**src/tps_pkg.sv**
```systemverilog
package tps_pkg;
   // ---------------------------------------------------------------
   // register map (byte addresses)
   // ---------------------------------------------------------------
   localparam logic [11:0] ADDR_TICK_COUNT  = 12'h004;
   localparam logic [9:0]  IDX_OPTION       = 10'h081;
   localparam logic [11:0] ADDR_OPTION      = {IDX_OPTION, 2'h0};
   localparam logic [11:0] ADDR_IRQ_STATUS  = 12'h010;
   localparam logic [11:0] ADDR_IRQ_ENABLE  = 12'h014;
   localparam logic [11:0] ADDR_IRQ_CLEAR   = 12'h018;
   localparam logic [11:0] ADDR_CONTROL     = 12'h01C;
   localparam logic [11:0] ADDR_WDT_STATUS  = 12'h020;

   // ---------------------------------------------------------------
   // option_control fields and reset values
   // ---------------------------------------------------------------
   localparam int          OPT_SRC_POS     = 5;
   localparam int          OPT_EDGE_POS    = 4;
   localparam int          OPT_ASSIGN_POS  = 3;
   localparam int          OPT_RATIO_LSB   = 0;
   localparam logic [7:0]  OPTION_RESET    = 8'hFF;
   localparam logic [7:0]  TICK_RESET      = 8'h00;
   localparam logic [1:0]  CONTROL_RESET   = 2'h0;
   localparam int          CTRL_SLEEP_POS  = 0;
   localparam int          CTRL_CLEAR_WATCHDOG_INSTR_POS = 1;

   // ---------------------------------------------------------------
   // timing
   // ---------------------------------------------------------------
   localparam int          CLK_HZ          = 200_000_000;
   localparam int          INSTR_NS        = 200;
   localparam int          INSTR_CYCLES    = (INSTR_NS * (CLK_HZ / 1_000_000)) / 1000;
   localparam logic [1:0]  WRITE_INHIBIT   = 2'h2;
   localparam logic [15:0] WDT_BASE_RESET  = 16'h0000;

   typedef enum logic [1:0] {TPS_IDLE, TPS_ACCESS} tps_bus_state_t;

   typedef struct packed {
      logic [11:0] paddr;
      logic        psel;
      logic        penable;
      logic        pwrite;
      logic [31:0] pwdata;
   } tps_apb_req_t;

   typedef struct packed {
      logic [31:0] prdata;
      logic        pready;
      logic        pslverr;
   } tps_apb_rsp_t;
endpackage : tps_pkg

```
**src/tps_prescaler.sv**
```systemverilog
module tps_prescaler (
   input  wire logic       pclk,
   input  wire logic       presetn,
   input  wire logic       clear,
   input  wire logic       tick,
   input  wire logic [3:0] div_log2,
   output logic            out_pulse
);
   typedef struct packed {
      logic [7:0] cnt;
      logic       pulse;
   } tps_ps_state_t;

   tps_ps_state_t st_reg;
   tps_ps_state_t st_next;
   logic [8:0]    wide;

   // ---------------------------------------------------------------
   // shared divider: pulse on every 2^div_log2 input ticks
   // ---------------------------------------------------------------
   always_comb begin
      st_next       = st_reg;
      st_next.pulse = 1'b0;
      wide          = {1'b0, st_reg.cnt} + 9'h001;
      if (clear) begin
         st_next.cnt = 8'h00;
      end else if (tick) begin
         if (div_log2 == 4'h0) begin
            st_next.pulse = 1'b1;
         end else if (wide[div_log2] == 1'b1 && (st_reg.cnt & ((8'h01 << div_log2) - 8'h01))
                      == ((8'h01 << div_log2) - 8'h01)) begin
            st_next.cnt   = 8'h00;
            st_next.pulse = 1'b1;
         end else begin
            st_next.cnt = wide[7:0];
         end
      end
   end

   always_ff @(posedge pclk or negedge presetn) begin
      if (!presetn) begin
         st_reg <= '0;
      end else begin
         st_reg <= st_next;
      end
   end

   assign out_pulse = st_reg.pulse;
endmodule : tps_prescaler

```
**src/tps_timer0.sv**
```systemverilog
// Contract
// - timer mode counts instruction cycles
// - write to count inhibits two cycles
// - counter mode counts external pin edges
// - edge bit: clear rising, set falling
// - external input synchronised before counting
// - one prescaler, timer or watchdog only
// - prescaler count never software visible
// - option low nibble sets assignment, ratio
// - timer ratios 1:2 to 1:256
// - watchdog ratios 1:1 to 1:128
// - count write clears timer prescaler
// - clear watchdog clears watchdog prescaler
// - wrap sets sticky flag, enabled interrupt
// - counter stops during sleep
//
// Decided for this implementation: the APB interface to the registers.
module tps_timer0 (
   input  wire logic        pclk,
   input  wire logic        presetn,
   input  wire logic        psel,
   input  wire logic        penable,
   input  wire logic        pwrite,
   input  wire logic [11:0] paddr,
   input  wire logic [31:0] pwdata,
   output logic [31:0]      prdata,
   output logic             pready,
   output logic             pslverr,
   input  wire logic        ext_count_pin,
   input  wire logic        wdt_tick,
   output logic             wdt_postscaled,
   output logic             irq
);
   typedef struct packed {
      logic [31:0] prdata;
      logic        pready;
      logic        pslverr;
      logic [7:0]  tick_count;
      logic [7:0]  option_control;
      logic        overflow_flag;
      logic        overflow_irq_enable;
      logic [1:0]  control;
      logic [1:0]  inhibit;
      logic [7:0]  icyc;
      logic        sync1;
      logic        sync2;
      logic        sync3;
      logic        irq;
      logic        wdt_out;
   } tps_state_t;

   tps_state_t st_reg;
   tps_state_t st_next;
   logic       ps_clear;
   logic       ps_tick;
   logic [3:0] ps_log2;
   logic       ps_pulse;
   logic       instr_tick;
   logic       src_tick;
   logic       inc;
   logic       acc;
   logic       wr;
   logic       cnt_wr;
   logic       clear_watchdog_instr;
   logic       assign_wdt;
   logic       ovf_set;

   function automatic logic [31:0] tps_zext8(input logic [7:0] v);
      tps_zext8 = {24'h000000, v};
   endfunction : tps_zext8

   // ---------------------------------------------------------------
   // source and prescaler routing
   // ---------------------------------------------------------------
   always_comb begin
      acc        = psel && penable;
      wr         = acc && pwrite;
      cnt_wr     = wr && (paddr == tps_pkg::ADDR_TICK_COUNT);
      clear_watchdog_instr     = st_reg.control[tps_pkg::CTRL_CLEAR_WATCHDOG_INSTR_POS];
      assign_wdt = st_reg.option_control[tps_pkg::OPT_ASSIGN_POS];
      instr_tick = (st_reg.icyc == 8'(tps_pkg::INSTR_CYCLES - 1));
      if (st_reg.option_control[tps_pkg::OPT_SRC_POS]) begin
         if (st_reg.option_control[tps_pkg::OPT_EDGE_POS]) begin
            src_tick = st_reg.sync3 && !st_reg.sync2;
         end else begin
            src_tick = !st_reg.sync3 && st_reg.sync2;
         end
      end else begin
         src_tick = instr_tick;
      end
      if (assign_wdt) begin
         ps_tick  = wdt_tick;
         ps_log2  = {1'b0, st_reg.option_control[2:0]};
         ps_clear = clear_watchdog_instr;
         inc      = src_tick;
      end else begin
         ps_tick  = src_tick && !st_reg.control[tps_pkg::CTRL_SLEEP_POS];
         ps_log2  = {1'b0, st_reg.option_control[2:0]} + 4'h1;
         ps_clear = cnt_wr;
         inc      = ps_pulse;
      end
   end

   tps_prescaler u_ps (
      .pclk      (pclk),
      .presetn   (presetn),
      .clear     (ps_clear),
      .tick      (ps_tick),
      .div_log2  (ps_log2),
      .out_pulse (ps_pulse)
   );

   // ---------------------------------------------------------------
   // next state
   // ---------------------------------------------------------------
   always_comb begin
      st_next         = st_reg;
      st_next.pready  = 1'b0;
      st_next.pslverr = 1'b0;
      st_next.control[tps_pkg::CTRL_CLEAR_WATCHDOG_INSTR_POS] = 1'b0;
      ovf_set         = 1'b0;
      st_next.icyc    = instr_tick ? 8'h00 : st_reg.icyc + 8'h01;
      st_next.sync1   = ext_count_pin;
      st_next.sync2   = st_reg.sync1;
      st_next.sync3   = st_reg.sync2;
      st_next.wdt_out = assign_wdt ? ps_pulse : wdt_tick;

      if (st_reg.inhibit != 2'h0 && instr_tick) begin
         st_next.inhibit = st_reg.inhibit - 2'h1;
      end

      if (inc && st_reg.inhibit == 2'h0 && !st_reg.control[tps_pkg::CTRL_SLEEP_POS]) begin
         st_next.tick_count = st_reg.tick_count + 8'h01;
         if (st_reg.tick_count == 8'hFF) begin
            st_next.overflow_flag = 1'b1;
            ovf_set               = 1'b1;
         end
      end

      if (acc && !st_reg.pready) begin
         st_next.pready = 1'b1;
         st_next.prdata = 32'h00000000;
         case (paddr)
            tps_pkg::ADDR_TICK_COUNT: begin
               st_next.prdata = tps_zext8(st_reg.tick_count);
               if (pwrite) begin
                  st_next.tick_count = pwdata[7:0];
                  st_next.inhibit    = tps_pkg::WRITE_INHIBIT;
               end
            end
            tps_pkg::ADDR_OPTION: begin
               st_next.prdata = tps_zext8(st_reg.option_control);
               if (pwrite) begin
                  st_next.option_control = pwdata[7:0];
               end
            end
            tps_pkg::ADDR_IRQ_STATUS: begin
               st_next.prdata = {31'h0, st_reg.overflow_flag};
            end
            tps_pkg::ADDR_IRQ_ENABLE: begin
               st_next.prdata = {31'h0, st_reg.overflow_irq_enable};
               if (pwrite) begin
                  st_next.overflow_irq_enable = pwdata[0];
               end
            end
            tps_pkg::ADDR_IRQ_CLEAR: begin
               // set wins over clear
               if (pwrite && pwdata[0] && !ovf_set) begin
                  st_next.overflow_flag = 1'b0;
               end
            end
            tps_pkg::ADDR_CONTROL: begin
               st_next.prdata = {30'h0, st_reg.control[1], st_reg.control[0]};
               if (pwrite) begin
                  st_next.control = pwdata[1:0];
               end
            end
            default: begin
               st_next.pslverr = 1'b1;
            end
         endcase
      end
      st_next.irq = st_next.overflow_flag && st_next.overflow_irq_enable;
   end

   always_ff @(posedge pclk or negedge presetn) begin
      if (!presetn) begin
         st_reg                <= '0;
         st_reg.option_control <= tps_pkg::OPTION_RESET;
      end else begin
         st_reg <= st_next;
      end
   end

   assign prdata         = st_reg.prdata;
   assign pready         = st_reg.pready;
   assign pslverr        = st_reg.pslverr;
   assign irq            = st_reg.irq;
   assign wdt_postscaled = st_reg.wdt_out;

   // ---------------------------------------------------------------
   // assertions
   // ---------------------------------------------------------------
   a_wrap_flag: assert property (@(posedge pclk) disable iff (!presetn)
      ($past(st_reg.tick_count) == 8'hFF && st_reg.tick_count == 8'h00 && !$past(cnt_wr))
      |-> st_reg.overflow_flag)
      else $error("wrap did not set flag");
   a_inhibit_hold: assert property (@(posedge pclk) disable iff (!presetn)
      cnt_wr && !st_reg.pready |=> st_reg.inhibit == 2'h2)
      else $error("count write did not start inhibit");
   a_sleep_stop: assert property (@(posedge pclk) disable iff (!presetn)
      st_reg.control[0] && !cnt_wr |=> $stable(st_reg.tick_count))
      else $error("count moved in sleep");
   a_irq_level: assert property (@(posedge pclk) disable iff (!presetn)
      ##1 irq == $past(st_next.overflow_flag && st_next.overflow_irq_enable))
      else $error("irq mismatch");
   a_ps_clear: assert property (@(posedge pclk) disable iff (!presetn)
      cnt_wr && !assign_wdt |=> !ps_pulse)
      else $error("prescaler not cleared");
   a_pready_one: assert property (@(posedge pclk) disable iff (!presetn)
      pready |=> !pready)
      else $error("pready too long");
   a_timer_src: assert property (@(posedge pclk) disable iff (!presetn)
      !st_reg.option_control[5] |-> src_tick == instr_tick)
      else $error("timer source wrong");
   a_wdt_route: assert property (@(posedge pclk) disable iff (!presetn)
      !assign_wdt |=> wdt_postscaled == $past(wdt_tick))
      else $error("watchdog not unscaled");

   // ---------------------------------------------------------------
   // assertions: bus and control pulses
   // ---------------------------------------------------------------
   a_pready_wait: assert property (@(posedge pclk) disable iff (!presetn)
      acc && !pready |=> pready)
      else $error("access not answered after one wait state");

   a_read_count: assert property (@(posedge pclk) disable iff (!presetn)
      acc && !pready && !pwrite && paddr == tps_pkg::ADDR_TICK_COUNT
      |=> prdata == {24'h000000, $past(st_reg.tick_count)})
      else $error("count read data wrong");

   a_upper_zero: assert property (@(posedge pclk) disable iff (!presetn)
      pready |-> prdata[31:8] == 24'h000000)
      else $error("upper read bits not zero");

   a_slverr_pair: assert property (@(posedge pclk) disable iff (!presetn)
      pslverr |-> pready)
      else $error("error without ready");

   a_clear_watchdog_instr_pulse: assert property (@(posedge pclk) disable iff (!presetn)
      clear_watchdog_instr |=> !clear_watchdog_instr)
      else $error("clear watchdog not a pulse");

   // ---------------------------------------------------------------
   // assertions: counting
   // ---------------------------------------------------------------
   a_count_step: assert property (@(posedge pclk) disable iff (!presetn)
      !cnt_wr |=> st_reg.tick_count == $past(st_reg.tick_count)
                  || st_reg.tick_count == $past(st_reg.tick_count) + 8'h01)
      else $error("count moved by more than one");

   a_inhibit_block: assert property (@(posedge pclk) disable iff (!presetn)
      st_reg.inhibit != 2'h0 && !cnt_wr |=> $stable(st_reg.tick_count))
      else $error("count moved while inhibited");

   a_inhibit_step: assert property (@(posedge pclk) disable iff (!presetn)
      st_reg.inhibit != 2'h0 && !instr_tick && !cnt_wr |=> $stable(st_reg.inhibit))
      else $error("inhibit moved between instruction cycles");

   a_sync_delay: assert property (@(posedge pclk) disable iff (!presetn)
      $past(presetn, 3) |-> st_reg.sync3 == $past(ext_count_pin, 3))
      else $error("pin sync delay wrong");

   a_timer_clock: assert property (@(posedge pclk) disable iff (!presetn)
      !st_reg.option_control[tps_pkg::OPT_SRC_POS] && assign_wdt && !instr_tick && !cnt_wr
      |=> $stable(st_reg.tick_count))
      else $error("timer moved off an instruction cycle");

   a_edge_rise: assert property (@(posedge pclk) disable iff (!presetn)
      st_reg.option_control[5:4] == 2'h2 && assign_wdt && st_reg.sync3 && !cnt_wr
      |=> $stable(st_reg.tick_count))
      else $error("count without rising edge");

   a_edge_fall: assert property (@(posedge pclk) disable iff (!presetn)
      st_reg.option_control[5:4] == 2'h3 && assign_wdt && !st_reg.sync3 && !cnt_wr
      |=> $stable(st_reg.tick_count))
      else $error("count without falling edge");

   a_flag_sticky: assert property (@(posedge pclk) disable iff (!presetn)
      st_reg.overflow_flag && !(wr && paddr == tps_pkg::ADDR_IRQ_CLEAR)
      |=> st_reg.overflow_flag)
      else $error("overflow flag dropped without clear");

   // ---------------------------------------------------------------
   // assertions: prescaler
   // ---------------------------------------------------------------
   a_wdt_ratio_one: assert property (@(posedge pclk) disable iff (!presetn)
      assign_wdt && st_reg.option_control[2:0] == 3'h0 && wdt_tick && !clear_watchdog_instr |=> ps_pulse)
      else $error("watchdog 1:1 tick lost");

   a_timer_gate: assert property (@(posedge pclk) disable iff (!presetn)
      !assign_wdt && !ps_pulse && !cnt_wr |=> $stable(st_reg.tick_count))
      else $error("count moved without prescaler pulse");
endmodule : tps_timer0

```
**config.mk**
```make
export PLATFORM = sky130hd
export DESIGN_NAME = tps_timer0
export DESIGN_NICKNAME = d
export VERILOG_FILES = /design/src/tps_pkg.sv /design/src/tps_prescaler.sv /design/src/tps_timer0.sv
export SDC_FILE = /design/constraint.sdc
export NUM_CORES = 1
export LEC_CHECK = 0
export ABC_AREA = 1
export BUFFER_PORTS_ARGS = -buffer_cell sky130_fd_sc_hd__buf_2
export CAP_MARGIN = 20
export CORE_AREA = 8 8 99 137
export DETAILED_ROUTE_END_ITERATION = 8
export DIE_AREA = 0 0 107 145
export SLEW_MARGIN = 20
export SYNTH_ARGS = -nofsm -noshare
export SYNTH_HDL_FRONTEND = slang
export SYNTH_SLANG_ARGS = --single-unit
```
**constraint.sdc**
```tcl
create_clock -name pclk -period 3.28 [get_ports pclk]
set_input_delay 0.164 -clock pclk [delete_from_list [all_inputs] [get_ports pclk]]
set_output_delay 0.164 -clock pclk [all_outputs]
set_load 0.01 [all_outputs]
```
==> results.yml, run 1 <==
setup_path:
  reg2reg_setup_slack_ns: 0.64
  data_required_time_at_the_worst_endpoint_ns: 3.47
  path_max_fanout: 8
  critical_path.n_buffers_inverters: 1
  critPathLaunch: "st_reg[20]$_DFFE_PN1P_"
  worst_path_most_repeated_cell: "sky130_fd_sc_hd__nand2_1"
  cpMaxStageDelayCell: "sky130_fd_sc_hd__dfstp_2"
  worst_path_dominant_cell_family: "simple AND/OR/NAND/NOR gates"
  timing.critical_path.arrival_ns: 2.83
  worstPathCellList: "ha_1 -> nand3_1 -> nand2_2 -> nand2_4 -> nor2_4 -> inv_1 -> ha_1 -> or2_2 -> nand2_1 -> nor2_2 -> nand2_1 -> nor2_2 -> nand3_4 -> nand2_1 -> nand2_1"
  critical_path.endpoint_type: "flip-flop"
  worstSetupPathDepth: 15
  setup.worst_path.start_class: "flip-flop"
  rr_endpoint: "u_ps.st_reg[2]$_DFFE_PN0P_"
  cpPeakStageDelay_ns: 0.57
  path_class: "flip-flop to flip-flop"
  timing.rr.start: "st_reg[20]$_DFFE_PN1P_"
  worst_reg2reg_path_length_in_cells: 15
sta:
  setup_repair_after_global_routing_missed_its_margin: "no"
  clock.fmax_mhz: 379
  timing.hold.ws_ns: 0.0826
  fin_skew_ns: 0.00603
  slew-limit-headroom_pct: 60.4
  max_slew.worst_pin.slew_ns: 0.593
  setup-violations-final: 0
  layout_worst_path_cycle_share_pct: 80.4
  setup-tns-final_ns: 0
  setup_ws_ns: 0.643
  min_period_ns: 2.64
  timing.final.hold_violations: 0
  report.final.slew_viol_count: 0
clocking:
  insertion_delay_ns: 0.29
  cts_tree: "yes"
  clkTransAtPathRegs_ns: 0.07
  htree_num_levels: 2
  cts_buffers: 5
  cts.sinks: 54
  cts-root-to-sink-buffers: 2
  post_cts_buffers: 0
  clock-root-buffer: "sky130_fd_sc_hd__clkbuf_16"
logic_synthesis:
  yosysWarningCount: 0
  ys_seq_elements: 54
  yosysMostFrequentCell: "sky130_fd_sc_hd__nand2_1"
  syn-instance-count: 503
  synth_ff_type: "sky130_fd_sc_hd__dfrtp_1"
  synth_seq_area_share_pct: 37.6
  most_frequent_cells_after_synthesis: "143 x sky130_fd_sc_hd__nand2_1, 67 x sky130_fd_sc_hd__inv_1, 48 x sky130_fd_sc_hd__nor2_1"
  async_flop_share_pct: 100
  syn_avg_cell_area_sq_um: 7.20
  synth.top_cells.by_area: "sky130_fd_sc_hd__dfrtp_1 32%, sky130_fd_sc_hd__nand2_1 15%, sky130_fd_sc_hd__inv_1 6.9%, sky130_fd_sc_hd__buf_4 6.6%, sky130_fd_sc_hd__dfstp_2 5.8%"
  synth_area_leader_cell: "sky130_fd_sc_hd__dfrtp_1"
  synth_edf_count: 0
  synthesis.area_sq_mm: 0.00362
  synth_top_area_share_pct: 31.8
  synth_cell_type_count: 40
floorplan:
  placementRows: 47
  floorplan.die_area_sq_mm: 0.0155
  floorplan.initialDensity_pct: 31.3
  die_h_microns: 145
  top_level_ports: 87
  die-width_microns: 107
  core_area_sq_mm: 0.0116
finish:
  fill_cells: 1225
  syn2layout_area_growth_pct: 10.5
  finalNonFillerCells: 687
  drive_gt1_share_pct: 17.0
  antenna_cells: 0
  max_ffs_per_register: 29
  design.final.nets: 596
routing:
  ant_nets: 0
  remaining_routing_drc_violations: 0
  initialDrtViolationCount: 132
  number_of_iterations_in_the_first_detailed_routing_pass: 5
  routed_wirelength_microns: 8510
  viasPerCell: 4.54
  dr_total_vias: 3117
  wl_per_cell_microns: 12.4
power:
  leakage_nw: 2.16
  finalPower_mw: 1.51
  worst_ir_drop_vdd_v: 0.000166
  powerDensity_mw_per_mm2: 378
min_path:
  holdCritPathClass: "input pin to flip-flop"
  hp-start: "pwdata[7]"
  min_delay_worst_endpoint: "st_reg[34]$_DFF_PN0_"
  timing.hold.worst_path_depth: 3
place:
  gpl.final_weighted_congestion: 0.893
  place.detailed.hpwl_microns: 6920
  post-place-ws_ns: 0.662
  placed_cells_incl_taps: 677
  io_buffer_count: 38
global_route:
  number_of_antenna_violations_at_the_first_check_in_global_routing: 0
  grt-ovfl-total: 0
  grt_max_degree: 29
  wire_length_of_the_first_global_routing_pass_microns: 14400
  groute.usage.overall_pct: 11.4
  grt_pass1_vias: 3039
job:
  drv_cap: 0
run_status:
  run_status: "finished clean"
==> logic make-up (layout without fill, tap and decap cells) <==
| kind of cell | after synthesis | after routing | share of synthesized area [%] |
|---|---|---|---|
| multiplexers | 1 | 1 | 0.311 |
| adder cells (fa/ha/maj) | 6 | 6 | 2.07 |
| XOR/XNOR | 10 | 10 | 2.42 |
| AO/OA/AOI/OAI | 46 | 46 | 7.57 |
| AND/OR/NAND/NOR | 276 | 276 | 35.0 |
| flip-flops | 54 | 54 | 37.6 |
| buffers and inverters | 109 | 123 | 15.0 |
| other | 1 | 24 | 0.104 |
==> layout by cell type (no fill, tap or decap), types with 2 or more instances in the layout <==
master	instances
sky130_fd_sc_hd__inv_2	5
sky130_fd_sc_hd__dfstp_2	8
sky130_fd_sc_hd__buf_2	38
sky130_fd_sc_hd__ha_1	6
sky130_fd_sc_hd__o21ai_1	5
sky130_fd_sc_hd__inv_1	67
sky130_fd_sc_hd__nand2_1	143
sky130_fd_sc_hd__nand2_4	4
sky130_fd_sc_hd__nand3_1	34
sky130_fd_sc_hd__nor3_1	7
sky130_fd_sc_hd__a21oi_1	14
sky130_fd_sc_hd__nor2_2	5
sky130_fd_sc_hd__nor2_1	48
sky130_fd_sc_hd__nand2_2	7
sky130_fd_sc_hd__nor2_4	5
sky130_fd_sc_hd__o21ai_0	14
sky130_fd_sc_hd__dlygate4sd3_1	2
sky130_fd_sc_hd__buf_4	2
sky130_fd_sc_hd__nand3b_1	2
sky130_fd_sc_hd__nand4_1	15
sky130_fd_sc_hd__conb_1	24
sky130_fd_sc_hd__or2_2	2
sky130_fd_sc_hd__clkbuf_16	5
sky130_fd_sc_hd__dfrtp_1	46
sky130_fd_sc_hd__o22ai_1	5
sky130_fd_sc_hd__xor2_1	9
==> area by class of cell <==
cell class | instances | area, sq um | share of cell area [%]
clock buffer | 7 | 143 | 3.56
inverter | 73 | 275 | 6.88
multi-input combinational | 363 | 1800 | 45.1
clock inverter | 1 | 8.76 | 0.219
timing repair buffer | 42 | 225 | 5.63
tap | 147 | 184 | 4.60
sequential | 54 | 1360 | 34.0
==> metal layers <==
metal	track usage, %	up-vias	wire, microns
met1	12.8	1441	3570
met4	4.88	0	147
met3	2.08	8	356
met5	0	-	0
li1	-	1604	-
met2	20.3	64	4440
==> through the flow <==
| step | util [%] | cell area, sq um |
|---|---|---|
| floorplan | - | 3710 |
| global placement | 33.1 | 3830 |
| detailed placement | 33.1 | 3830 |
| CTS | 34.5 | 4000 |
| global route | 34.5 | 4000 |
| finish | 34.5 | 4000 |
==> repair_timing <==
action,in CTS,in global routing
hold endpoints to repair,22,0
hold buffers,2,0
resized for setup,0,0
==> report_power, final <==
| group | internal [mW] | switching (mW) | total (mW) |
|---|---|---|---|
| Sequential | 0.697 | 0.0497 | 0.746 |
| Combinational | 0.0794 | 0.140 | 0.220 |
| Clock | 0.307 | 0.240 | 0.547 |
==> worst reg2reg max path, cell delays in order, from the launching register on <==
cell                      delay (ns)
sky130_fd_sc_hd__dfstp_2        0.57
sky130_fd_sc_hd__ha_1           0.25
sky130_fd_sc_hd__nand3_1        0.13
sky130_fd_sc_hd__nand2_2        0.16
sky130_fd_sc_hd__nand2_4        0.08
sky130_fd_sc_hd__nor2_4         0.10
sky130_fd_sc_hd__inv_1          0.13
sky130_fd_sc_hd__ha_1           0.30
sky130_fd_sc_hd__or2_2          0.09
sky130_fd_sc_hd__nand2_1        0.05
sky130_fd_sc_hd__nor2_2         0.11
sky130_fd_sc_hd__nand2_1        0.09
sky130_fd_sc_hd__nor2_2         0.15
sky130_fd_sc_hd__nand3_4        0.15
sky130_fd_sc_hd__nand2_1        0.11
sky130_fd_sc_hd__nand2_1        0.05
==> how the worst max path moves through the flow <==
stage | endpoint | slack (ns)
floorplan | u_ps.out_pulse$_DFF_PN0_ | 0.93
global placement | u_ps.st_reg[8]$_DFFE_PN0P_ | 0.69
detailed placement | u_ps.st_reg[2]$_DFFE_PN0P_ | 0.66
CTS | u_ps.st_reg[2]$_DFFE_PN0P_ | 0.63
global route | u_ps.st_reg[3]$_DFFE_PN0P_ | 0.45
finish | u_ps.st_reg[2]$_DFFE_PN0P_ | 0.64
(Power assumes the default switching activity.)
==> inputs of run 2 (changes only) <==
Settings changed: ABC_AREA 1 to 0, CORE_AREA 8 8 99 137 to 8 8 97 134, DIE_AREA 0 0 107 145 to 0 0 105 142.
Clock period 3.28 ns to 2.5 ns, I/O delays scaled along.
==> results.yml, run 2 <==
setup_path:
  setup.worst_path.start_class: "flip-flop"
  timing.rr.start: "st_reg[20]$_DFFE_PN1P_"
  critical_path.endpoint_type: "flip-flop"
  rr_endpoint: "u_ps.st_reg[2]$_DFFE_PN0P_"
  worstSetupEndpoint: "u_ps.st_reg[2]$_DFFE_PN0P_"
  worst_reg2reg_path_length_in_cells: 12
  path_class: "flip-flop to flip-flop"
  data_required_time_at_the_worst_endpoint_ns: 2.69
  reg2reg_setup_slack_ns: -0.56
  critPathLaunch: "st_reg[20]$_DFFE_PN1P_"
  timing.critical_path.arrival_ns: 3.25
  path_max_fanout: 7
global_route:
  grt_pass1_vias: 2962
  number_of_antenna_violations_at_the_first_check_in_global_routing: 0
  wire_length_of_the_first_global_routing_pass_microns: 14700
  groute.usage.overall_pct: 12.2
  grt_max_degree: 46
  grt-ovfl-total: 0
routing:
  wl_per_cell_microns: 15.8
  routed_wirelength_microns: 9110
  ant_nets: 0
  number_of_iterations_in_the_first_detailed_routing_pass: 4
  dr_total_vias: 2827
  viasPerCell: 4.89
  initialDrtViolationCount: 114
  remaining_routing_drc_violations: 0
floorplan:
  floorplan.die_area_sq_mm: 0.0149
  die_h_microns: 142
  top_level_ports: 87
  die-width_microns: 105
  core_area_sq_mm: 0.0111
  placementRows: 46
  floorplan.initialDensity_pct: 31.0
clocking:
  clkTransAtPathRegs_ns: 0.07
  clock-root-buffer: "sky130_fd_sc_hd__clkbuf_16"
  cts_buffers: 5
  cts-root-to-sink-buffers: 2
  insertion_delay_ns: 0.30
  htree_num_levels: 2
  cts.sinks: 54
  cts_tree: "yes"
sta:
  min_period_ns: 3.06
  max_slew.worst_pin.slew_ns: 0.616
  clock.fmax_mhz: 327
  fin_skew_ns: 0.0106
  report.final.slew_viol_count: 0
  setup-tns-final_ns: -3.99
  setup_ws_ns: -0.561
  setup_repair_after_global_routing_missed_its_margin: "yes"
  timing.final.hold_violations: 0
  layout_worst_path_cycle_share_pct: 122
  setup-violations-final: 8
  slew-limit-headroom_pct: 58.8
logic_synthesis:
  synth_seq_area_share_pct: 39.7
  most_frequent_cells_after_synthesis: "46 x sky130_fd_sc_hd__dfrtp_1, 46 x sky130_fd_sc_hd__nand2_1, 34 x sky130_fd_sc_hd__buf_4"
  synth_cell_type_count: 60
  ys_seq_elements: 54
  synth_edf_count: 0
  synth_area_leader_cell: "sky130_fd_sc_hd__dfrtp_1"
  synthesis.area_sq_mm: 0.00343
  yosysWarningCount: 0
  synth.top_cells.by_area: "sky130_fd_sc_hd__dfrtp_1 34%, sky130_fd_sc_hd__buf_4 7.5%, sky130_fd_sc_hd__dfstp_2 6.1%, sky130_fd_sc_hd__nand2_1 5.0%, sky130_fd_sc_hd__mux2i_1 4.1%"
  syn_avg_cell_area_sq_um: 9.28
  syn-instance-count: 369
  synth_top_area_share_pct: 33.6
  synth_ff_type: "sky130_fd_sc_hd__dfrtp_1"
  async_flop_share_pct: 100
finish:
  fin_area_sq_mm: 0.00411
  max_ffs_per_register: 29
  drive_gt1_share_pct: 31.3
  design.final.nets: 490
  leading_cell_type_in_the_layout_fill_and_taps_excluded: "sky130_fd_sc_hd__dfrtp_1"
  syn2layout_area_growth_pct: 20.0
  most-common-layout-cells: "46 x sky130_fd_sc_hd__dfrtp_1, 44 x sky130_fd_sc_hd__buf_4, 43 x sky130_fd_sc_hd__nand2_1"
  antenna_cells: 0
power:
  switchingPower_mw: 0.566
  power.sequential.fraction_pct: 46.8
  leakage_nw: 1.82
  finalPower_mw: 1.99
  internal_power_mw: 1.42
  worst_ir_drop_vdd_v: 0.000299
  powerDensity_mw_per_mm2: 484
  share_clk_of_total_power_pct: 35.2
  sw_frac_of_total_pct: 28.4
  combPwrFrac_pct: 18.0
run_status:
  failed_checks: "setup timing"
  run_status: "complete, but fails checks"
place:
  post-place-ws_ns: -0.609
  io_buffer_count: 38
  gpl.final_weighted_congestion: 0.865
  placement.cell_area_sq_mm: 0.00385
  place.detailed.hpwl_microns: 7110
min_path:
  hp-start: "pwdata[4]"
  holdCritPathClass: "input pin to flip-flop"
job:
  drv_cap: 0
==> run 2: kinds of logic (layout without fill, tap and decap cells) <==
group	count (synthesis)	count (layout)	synth area share, %
muxes	23	23	7.05
and+or+nand+nor	132	132	19.6
adders and majority gates	6	6	2.19
DFF	54	54	39.7
xor gates and xnor gates	20	20	5.11
AOI/OAI and AO/OA	73	74	14.7
buffers and inverters	60	101	11.4
other	1	24	0.109
==> run 2: per-layer routing <==
metal  global-route usage (%)  vias to the layer above  part of all wire, %
li1                         -                     1374                    -
met1                     12.6                     1368                   38
met2                     23.8                       71                   56
met3                     2.27                       14                  3.9
met4                     4.37                        0                  2.4
met5                        0                        -                    0
==> run 2: critical path: stages (launching register included) <==
cell and delay (ns):
sky130_fd_sc_hd__dfstp_2 0.56, sky130_fd_sc_hd__ha_4 0.17, sky130_fd_sc_hd__nand2_4 0.06, sky130_fd_sc_hd__or3_4 0.32, sky130_fd_sc_hd__o21ai_2 0.08, sky130_fd_sc_hd__nand2_2 0.09, sky130_fd_sc_hd__ha_4 0.19, sky130_fd_sc_hd__o21a_1 0.17
sky130_fd_sc_hd__o2111a_1 0.25, sky130_fd_sc_hd__a31oi_2 0.16, sky130_fd_sc_hd__o2111ai_2 0.16, sky130_fd_sc_hd__a221o_2 0.46, sky130_fd_sc_hd__a32o_1 0.28
==> run 2: area by class of cell <==
class / count / area, sq um
tap: 144 / 180
inverter: 10 / 37.5
fill: 1150 / 6940
multi-input combinational: 279 / 1850
clock inverter: 3 / 21.3
clock buffer: 5 / 125
sequential: 54 / 1360
timing repair buffer: 83 / 536
==> run 2: worst min path at each step <==
stage                     cells after the start                        endpoint  slack, ns
after CTS                                     1            st_reg[10]$_DFF_PN0_       0.02
final                                         3            st_reg[31]$_DFF_PN0_       0.06
after detailed placement                      1            st_next[3]$_DFF_PN0_       0.23
after global placement                        1            st_next[3]$_DFF_PN0_       0.23
after floorplan                               0  clear_watchdog_instr$_DFF_PN0_      -0.17
after global routing                          3  clear_watchdog_instr$_DFF_PN0_       0.08
==> run 2: power by group through the flow <==
stage	clock network (mW)	logic, mW	registers, mW
finish	0.700	0.359	0.931
global route	0.752	0.389	0.937
CTS	0.717	0.355	0.931
detailed placement	0	0.346	0.947
global placement	0	0.343	0.945
floorplan	0	0.201	0.961
==> run 2: timing repair <==
action,4_1_cts,5_1_grt
endpoints found under the hold margin,1,36
buffers inserted,4,1
cloned,1,0
gates resized for setup,6,6
pin swaps,10,7
hold buffers,1,1
setup endpoints to repair,8,8
==> run 2: metrics by stage <==
step / utilization (%) / cells / hold WS, ns
after floorplan: - / 392 / -0.171
after detailed placement: 34.9 / 563 / 0.235
after CTS: 36.8 / 576 / 0.0185
final: 37.2 / 578 / 0.0550
after global routing: 37.2 / 578 / 0.0774
after global placement: 34.9 / 563 / 0.234
